<file path="src/core/scpu_pkg.sv">
// Constants and types shared by the serial control port and its update logic
package scpu_pkg;
  // Register file shape
  localparam int SCPU_NREG = 8;
  localparam int SCPU_DW = 8;
  localparam int SCPU_AW = 3;
  // Serial framing: one instruction byte, then one data byte
  localparam logic [2:0] SCPU_CNT_LAST = 3'h7;
  localparam logic [2:0] SCPU_CNT_ZERO = 3'h0;
  localparam int SCPU_RD_BIT = 7;
  // Configuration register and its fields
  localparam logic [SCPU_AW-1:0] SCPU_CFG_ADDR = 3'h0;
  localparam int SCPU_CFG_UNIDIR_BIT = 1;
  localparam int SCPU_CFG_INTUPD_BIT = 0;
  // Reset values
  localparam logic [SCPU_DW-1:0] SCPU_REG_RST = 8'h00;
  localparam logic [2:0] SCPU_PROF_RST = 3'h0;
  // System clock divided by four: counter width and the count before the rising edge
  localparam int SCPU_DIV_W = 2;
  localparam logic [SCPU_DIV_W-1:0] SCPU_DIV_TICK = 2'h1;
  localparam logic [SCPU_DIV_W-1:0] SCPU_DIV_ONE = 2'h1;
  localparam logic [SCPU_DIV_W-1:0] SCPU_DIV_RST = 2'h0;
  // Serial state machine, one-hot
  typedef enum logic [2:0] {
    SCPU_ST_INSTR = 3'b001,
    SCPU_ST_WR = 3'b010,
    SCPU_ST_RD = 3'b100
  } scpu_state_t;
endpackage

</file>
<file path="src/core/scpu_upd.sv">
// Divided clock output and buffer-to-register commit event detection
`timescale 1ns/10ps
module scpu_upd
  import scpu_pkg::*;
(
  // Clock and reset
  input wire logic clock_i,
  input wire logic srst_i,
  // Control from the serial port
  input wire logic int_mode_i,
  input wire logic int_req_i,
  // Commit and profile pins
  input wire logic commit_i,
  input wire logic [2:0] prof_i,
  // Results
  output logic sync_clk_o,
  output logic xfer_o,
  output logic [2:0] prof_o,
  output logic commit_o,
  output logic commit_oe_n_o
);
  logic [SCPU_DIV_W-1:0] div_cnt_ff, nxt_div_cnt;
  logic [2:0] prof_ff, nxt_prof;
  logic commit_q_ff, nxt_commit_q;
  logic pend_ff, nxt_pend;
  logic xfer_ff, nxt_xfer;
  logic commit_drv_ff, nxt_commit_drv;
  logic oe_n_ff, nxt_oe_n;
  logic tick;

  // Tick marks the cycle just before the divided clock rises
  assign tick = (div_cnt_ff == SCPU_DIV_TICK);

  // Next-state logic for divider, sampling and strobe
  always_comb begin
    nxt_div_cnt = div_cnt_ff + SCPU_DIV_ONE;
    nxt_prof = prof_ff;
    nxt_commit_q = commit_q_ff;
    nxt_xfer = 1'b0;
    nxt_commit_drv = commit_drv_ff;
    nxt_oe_n = ~int_mode_i;
    // A request arriving on the tick is kept, so set wins over clear
    nxt_pend = int_req_i | (pend_ff & ~tick);
    if (tick) begin
      // Profile and commit pins are only looked at on the divided clock edge
      nxt_prof = prof_i;
      nxt_commit_q = commit_i;
      nxt_commit_drv = pend_ff & int_mode_i;
      if (prof_i != prof_ff) begin
        nxt_xfer = 1'b1;
      end
      if (int_mode_i) begin
        if (pend_ff) begin
          nxt_xfer = 1'b1;
        end
      end else if (commit_i & ~commit_q_ff) begin
        nxt_xfer = 1'b1;
      end
    end
  end

  // State registers
  always_ff @(posedge clock_i) begin
    if (srst_i) begin
      div_cnt_ff <= SCPU_DIV_RST;
      prof_ff <= SCPU_PROF_RST;
      commit_q_ff <= 1'b0;
      pend_ff <= 1'b0;
      xfer_ff <= 1'b0;
      commit_drv_ff <= 1'b0;
      oe_n_ff <= 1'b1;
    end else begin
      div_cnt_ff <= nxt_div_cnt;
      prof_ff <= nxt_prof;
      commit_q_ff <= nxt_commit_q;
      pend_ff <= nxt_pend;
      xfer_ff <= nxt_xfer;
      commit_drv_ff <= nxt_commit_drv;
      oe_n_ff <= nxt_oe_n;
    end
  end

  assign sync_clk_o = div_cnt_ff[1];
  assign xfer_o = xfer_ff;
  assign prof_o = prof_ff;
  assign commit_o = commit_drv_ff;
  assign commit_oe_n_o = oe_n_ff;
endmodule

</file>
<file path="src/core/scpu_top.sv">
// Serial control port with buffered registers and commit logic
`timescale 1ns/10ps
module scpu_top
  import scpu_pkg::*;
#(
  parameter int NREG = SCPU_NREG,
  parameter int DW = SCPU_DW
)
(
  // Clock and resets
  input wire logic clock_i,
  input wire logic srst_i,
  input wire logic master_reset_i,
  input wire logic port_recover_i,
  // Serial port pins
  input wire logic cs_n_i,
  input wire logic sclk_i,
  input wire logic sdio_i,
  output logic sdio_o,
  output logic sdio_oe_n_o,
  output logic serial_read_out_o,
  output logic serial_read_out_oe_n_o,
  // Commit and profile pins
  input wire logic commit_i,
  output logic commit_o,
  output logic commit_oe_n_o,
  input wire logic profile_sel_msb_i,
  input wire logic profile_sel_mid_i,
  input wire logic profile_sel_lsb_i,
  output logic sync_clk_o,
  // Active state toward the synthesizer core
  output logic [2:0] active_profile_o,
  output logic [NREG*DW-1:0] active_regs_o
);
  logic rst;
  logic sclk_q_ff, nxt_sclk_q;
  scpu_state_t state_ff, nxt_state;
  logic [2:0] cnt_ff, nxt_cnt;
  logic [DW-1:0] shift_ff, nxt_shift;
  logic [SCPU_AW-1:0] addr_ff, nxt_addr;
  logic wr_ff, nxt_wr;
  logic sdio_o_ff, nxt_sdio_o;
  logic sdio_oe_n_ff, nxt_sdio_oe_n;
  logic sro_ff, nxt_sro;
  logic sro_oe_n_ff, nxt_sro_oe_n;
  logic [NREG-1:0][DW-1:0] wbuf_ff, nxt_wbuf;
  logic [NREG-1:0][DW-1:0] act_ff, nxt_act;
  logic sclk_rise, sclk_fall;
  logic unidir, int_mode;
  logic xfer;
  logic [DW-1:0] shifted_in;

  // Bit counter step, used by every phase of the transfer
  function automatic logic [2:0] cnt_step(input logic [2:0] c);
    cnt_step = (c == SCPU_CNT_LAST) ? SCPU_CNT_ZERO : c + 3'h1;
  endfunction

  // Master reset clears everything, same as the system reset
  assign rst = srst_i | master_reset_i;

  // Serial clock is taken as synchronous, so one stage of history finds its edges
  assign sclk_rise = sclk_i & ~sclk_q_ff;
  assign sclk_fall = ~sclk_i & sclk_q_ff;
  assign shifted_in = {shift_ff[DW-2:0], sdio_i};

  // Configuration is read from the active copy, so a mode change takes effect on commit
  assign unidir = act_ff[SCPU_CFG_ADDR][SCPU_CFG_UNIDIR_BIT];
  assign int_mode = act_ff[SCPU_CFG_ADDR][SCPU_CFG_INTUPD_BIT];

  // Serial transfer state machine
  always_comb begin
    nxt_sclk_q = sclk_i;
    nxt_state = state_ff;
    nxt_cnt = cnt_ff;
    nxt_shift = shift_ff;
    nxt_addr = addr_ff;
    nxt_wr = 1'b0;
    nxt_sdio_o = sdio_o_ff;
    nxt_sdio_oe_n = sdio_oe_n_ff;
    nxt_sro = sro_ff;
    nxt_sro_oe_n = sro_oe_n_ff;
    if (cs_n_i | port_recover_i) begin
      // Deselected or recovering: drop the frame and release both pins
      nxt_state = SCPU_ST_INSTR;
      nxt_cnt = SCPU_CNT_ZERO;
      nxt_sdio_oe_n = 1'b1;
      nxt_sdio_o = 1'b0;
      nxt_sro_oe_n = 1'b1;
      nxt_sro = 1'b0;
    end else begin
      case (state_ff)
        SCPU_ST_INSTR: begin
          if (sclk_rise) begin
            nxt_shift = shifted_in;
            nxt_cnt = cnt_step(cnt_ff);
            if (cnt_ff == SCPU_CNT_LAST) begin
              nxt_addr = shifted_in[SCPU_AW-1:0];
              if (shifted_in[SCPU_RD_BIT]) begin
                nxt_state = SCPU_ST_RD;
                nxt_shift = act_ff[shifted_in[SCPU_AW-1:0]];
              end else begin
                nxt_state = SCPU_ST_WR;
              end
            end
          end
          if (sclk_fall) begin
            // A new instruction follows a read: give the data pin back
            nxt_sdio_oe_n = 1'b1;
            nxt_sro_oe_n = 1'b1;
          end
        end
        SCPU_ST_WR: begin
          if (sclk_rise) begin
            nxt_shift = shifted_in;
            nxt_cnt = cnt_step(cnt_ff);
            if (cnt_ff == SCPU_CNT_LAST) begin
              nxt_wr = 1'b1;
              nxt_state = SCPU_ST_INSTR;
            end
          end
        end
        SCPU_ST_RD: begin
          if (sclk_fall) begin
            // Data pin or separate output, never both
            if (unidir) begin
              nxt_sro = shift_ff[DW-1];
              nxt_sro_oe_n = 1'b0;
              nxt_sdio_oe_n = 1'b1;
            end else begin
              nxt_sdio_o = shift_ff[DW-1];
              nxt_sdio_oe_n = 1'b0;
              nxt_sro_oe_n = 1'b1;
            end
            nxt_cnt = cnt_step(cnt_ff);
            // After the last bit the same register is sent again
            nxt_shift = (cnt_ff == SCPU_CNT_LAST) ? act_ff[addr_ff] : {shift_ff[DW-2:0], 1'b0};
          end
        end
        default: begin
          nxt_state = SCPU_ST_INSTR;
          nxt_cnt = SCPU_CNT_ZERO;
        end
      endcase
    end
  end

  // Serial state registers
  always_ff @(posedge clock_i) begin
    if (rst) begin
      sclk_q_ff <= 1'b0;
      state_ff <= SCPU_ST_INSTR;
      cnt_ff <= SCPU_CNT_ZERO;
      shift_ff <= SCPU_REG_RST;
      addr_ff <= SCPU_CFG_ADDR;
      wr_ff <= 1'b0;
      sdio_o_ff <= 1'b0;
      sdio_oe_n_ff <= 1'b1;
      sro_ff <= 1'b0;
      sro_oe_n_ff <= 1'b1;
    end else begin
      sclk_q_ff <= nxt_sclk_q;
      state_ff <= nxt_state;
      cnt_ff <= nxt_cnt;
      shift_ff <= nxt_shift;
      addr_ff <= nxt_addr;
      wr_ff <= nxt_wr;
      sdio_o_ff <= nxt_sdio_o;
      sdio_oe_n_ff <= nxt_sdio_oe_n;
      sro_ff <= nxt_sro;
      sro_oe_n_ff <= nxt_sro_oe_n;
    end
  end

  // Write buffers fill from the port; active registers load only on a commit event.
  // A write landing in the commit cycle reaches the actives on the next commit.
  always_comb begin
    nxt_wbuf = wbuf_ff;
    nxt_act = act_ff;
    if (wr_ff) begin
      nxt_wbuf[addr_ff] = shift_ff;
    end
    if (xfer) begin
      nxt_act = wbuf_ff;
    end
  end

  // Register file storage
  always_ff @(posedge clock_i) begin
    if (rst) begin
      wbuf_ff <= '0;
      act_ff <= '0;
    end else begin
      wbuf_ff <= nxt_wbuf;
      act_ff <= nxt_act;
    end
  end

  // Divider, profile sampling and commit strobe; host times pins to sync_clk_o
  scpu_upd u_upd (
    .clock_i(clock_i),
    .srst_i(rst),
    .int_mode_i(int_mode),
    .int_req_i(wr_ff & int_mode),
    .commit_i(commit_i),
    .prof_i({profile_sel_msb_i, profile_sel_mid_i, profile_sel_lsb_i}),
    .sync_clk_o(sync_clk_o),
    .xfer_o(xfer),
    .prof_o(active_profile_o),
    .commit_o(commit_o),
    .commit_oe_n_o(commit_oe_n_o)
  );

  assign sdio_o = sdio_o_ff;
  assign sdio_oe_n_o = sdio_oe_n_ff;
  assign serial_read_out_o = sro_ff;
  assign serial_read_out_oe_n_o = sro_oe_n_ff;
  assign active_regs_o = act_ff;
endmodule

</file>
<file path="config.mk">
export PLATFORM = sky130hd
export DESIGN_NAME = scpu_top
export DESIGN_NICKNAME = d
export VERILOG_FILES = /design/src/core/scpu_pkg.sv /design/src/core/scpu_upd.sv /design/src/core/scpu_top.sv
export SDC_FILE = /design/constraint.sdc
export NUM_CORES = 1
export LEC_CHECK = 0
export BUFFER_PORTS_ARGS = -buffer_cell sky130_fd_sc_hd__buf_2
export CAP_MARGIN = 20
export CORE_MARGIN = 3
export CORE_UTILIZATION = 42
export CTS_BUF_LIST = sky130_fd_sc_hd__clkbuf_16
export CTS_CLUSTER_DIAMETER = 60
export DETAILED_ROUTE_END_ITERATION = 10
export SETUP_SLACK_MARGIN = 0.2
export SYNTH_ARGS = -nofsm -noshare
export SYNTH_HDL_FRONTEND = slang
export SYNTH_SLANG_ARGS = --single-unit
</file>
<file path="constraint.sdc">
create_clock -name clock_i -period 2.63 [get_ports clock_i]
set_input_delay 0.1315 -clock clock_i [delete_from_list [all_inputs] [get_ports clock_i]]
set_output_delay 0.1315 -clock clock_i [all_outputs]
set_load 0.02 [all_outputs]
</file>
==> flow_summary.json <==
{
  "status": "finished, final reports clean",
  "grt_max_degree": 141,
  "ys_seq_area_share_pct": 44.86,
  "rows": 47,
  "path_clk_slew_ns": 0.07,
  "slew_viol_final": 0,
  "crit_required_ns": 2.99,
  "cts_tree": "done",
  "power.leakage_uw": 0.002986,
  "die_area_um2": 18710,
  "final_nets": 887,
  "hp-class": "in -> reg",
  "synth-edff-count": 0,
  "yosysUniqueCellTypes": 56,
  "die_width_um": 136.8,
  "cp-end-kind": "flip-flop",
  "layout_commonest_cell": "dfxtp_1",
  "final.min_clock_period_ns": 2.069,
  "place_inst": 1068,
  "antenna_left": 0,
  "ys_async_sr_fraction_pct": 0,
  "hold_violations": 0,
  "postSynthAreaPerCell_um2": 9.014,
  "fin_skew_ns": 0.009419,
  "rrSetupSlack_ns": 0.56,
  "fp.dieH_um": 136.8,
  "path_max_fanout": 19,
  "cts_max_level": 4,
  "grt-ovfl-total": 0,
  "layout_common_cells": "159 x dfxtp_1, 133 x nand2_1, 120 x mux2i_1",
  "start_kind": "flip-flop",
  "r2r-start": "cnt_ff[0]",
  "routabilityCongestion": 0.9650,
  "fmax_ghz": 0.4833,
  "insertion_delay_ns": 0.43,
  "drt_wl_total_mm": 21.04,
  "wl_per_cell_um": 19.04,
  "fillers": 1545,
  "clockRootBuffer": "clkbuf_16",
  "slew_headroom_pct": 51.84,
  "grt_setup_unrepaired": "no",
  "ys_ff_latch": 161,
  "layout_worst_path_cycle_share_pct": 78.68,
  "pin_count": 85,
  "routed_via_density": 5.419,
  "hpwl_mm": 14.69,
  "rr_endpoint": "shift_ff[3]",
  "worstPathArrival_ns": 2.43,
  "worstHoldEndpoint": "serial_read_out_oe_n_o",
  "maxCapViolations": 0,
  "power_density_nw_per_um2": 635.3,
  "num_vias": 5988,
  "critPathLaunch": "cnt_ff[0]",
  "tightestPinTransition_ns": 0.7224,
  "min_path_cells": 3,
  "stdcell_count": 1105,
  "synth.largest_area_cell": "dfxtp_1",
  "drc": 0,
  "cts_buffers": 17,
  "drtIter0Drc": 439,
  "path_class": "reg -> reg",
  "antenna_found_initial": 0,
  "yosys-top-cells-area": "dfxtp_1 45%, mux2i_1 17%, nand2_1 6.9%",
  "diodes": 0,
  "track_usage_pct": 23.11,
  "cts_setup_buffers": 0,
  "hold_start": "cs_n_i",
  "multi_input_area_um2": 3656,
  "netlist_area_um2": 7184,
  "start_util_pct": 43.17,
  "clock_path_buffers": 2,
  "regArea_um2": 3228,
  "core-area_um2": 16640,
  "clkSinkCount": 161,
  "yosysTopAreaCellShare_pct": 44.86,
  "rr_worst_depth": 7,
  "synth_cells": 797,
  "area_growth_pct": 19.33,
  "synth_nets": 812,
  "ys_warn_count": 0,
  "io_buffers": 84,
  "grt_pass1_wl_mm": 32.62,
  "drive_gt1_share_pct": 19.21,
  "fin_setup_tns_ns": 0,
  "peakVddDrop_mv": 0.4224,
  "setup_viol": 0,
  "grt_pass1_vias": 5562,
  "drtPass1Iterations": 5,
  "synth_ff_type": "dfxtp_1"
}
==> worst max-delay path by stage <==
stage | end | slack (ns)
2_1_floorplan | addr_ff[2] | 0.78
3_3_place_gp | shift_ff[3] | 0.45
3_5_place_dp | shift_ff[3] | 0.38
4_1_cts | shift_ff[3] | 0.34
5_1_grt | shift_ff[3] | 0.37
6_report | shift_ff[3] | 0.56
==> routing by layer <==
layer | GRT usage, % | part of all wire [%] | up-vias
met5 | 0 | 0 | -
met4 | 9.146 | 2.5 | 0
met3 | 4.706 | 5.4 | 31
met2 | 34.53 | 45 | 177
met1 | 32.75 | 47 | 2871
li1 | - | - | 2909
==> logic make-up after synthesis <==
group | after synthesis | synth area share [%]
AND/OR/NAND/NOR | 294 | 17.17
flip-flops | 161 | 44.86
multiplexers | 137 | 21.42
AO/OA/AOI/OAI | 130 | 10.80
buffers and inverters | 65 | 4.319
XOR/XNOR | 6 | 0.7314
adder cells (fa/ha/maj) | 4 | 0.6966
==> cells in the mapped netlist, drive strengths merged, types with 8 or more instances <==
master / number
a21oi: 74
buf: 31
clkbuf: 29
dfxtp: 161
mux2i: 120
mux4: 13
nand2: 133
nand2b: 8
nand3: 12
nor2: 108
nor3: 10
o21ai: 17
==> final cells by class <==
cell class	instances	area share, %
multi-input combinational	571	42.64
sequential	161	37.65
timing repair buffer	116	8.290
clock buffer	18	5.254
tap	220	3.211
clock inverter	14	2.729
inverter	5	0.2189
==> state kept, by name, summed over array words and instances, names as in the netlist, 2 cells and up <==
register          count
active_regs_o        64
addr_ff               3
cnt_ff                3
shift_ff              8
state_ff              3
u_upd.div_cnt_ff      2
u_upd.prof_o          3
wbuf_ff              64
==> power by group <==
part	switching, uW	leakage, uW	internal (uW)	total (uW)
registers	13.1	0.00130	2440	2460
clock network	1010	0.000330	1830	2840
logic	93.5	0.00136	53.8	147
==> timing repair <==
action / CTS / global route
hold buffers: 5 / 0
endpoints found under the setup margin: 0 / 4
gates resized for setup: 0 / 1
hold endpoints to repair: 5 / 0
==> metrics by stage <==
| step | area (um2) | hold WS, ns | util, % | total power (uW) | setup slack (ns) |
|---|---|---|---|---|---|
| after global routing | 8573 | 0.1121 | 51.51 | 5602 | 0.3677 |
| after CTS | 8571 | 0.06321 | 51.50 | 5499 | 0.3442 |
| after floorplan | 7184 | 0.2532 | - | 2612 | 0.7755 |
| after global placement | 7836 | 0.3755 | 47.09 | 2652 | 0.4473 |
| after detailed placement | 7836 | 0.3780 | 47.09 | 2652 | 0.3805 |
| final | 8573 | 0.08493 | 51.51 | 5446 | 0.5607 |
==> worst max-delay path: stages (launching register included) <==
cell	delay, ns
dfxtp_1	0.36
ha_1	0.19
ha_2	0.43
nand2_1	0.15
a21o_1	0.23
a2111oi_0	0.36
a21oi_1	0.09
a31oi_1	0.19
(Power assumes the default switching activity.)
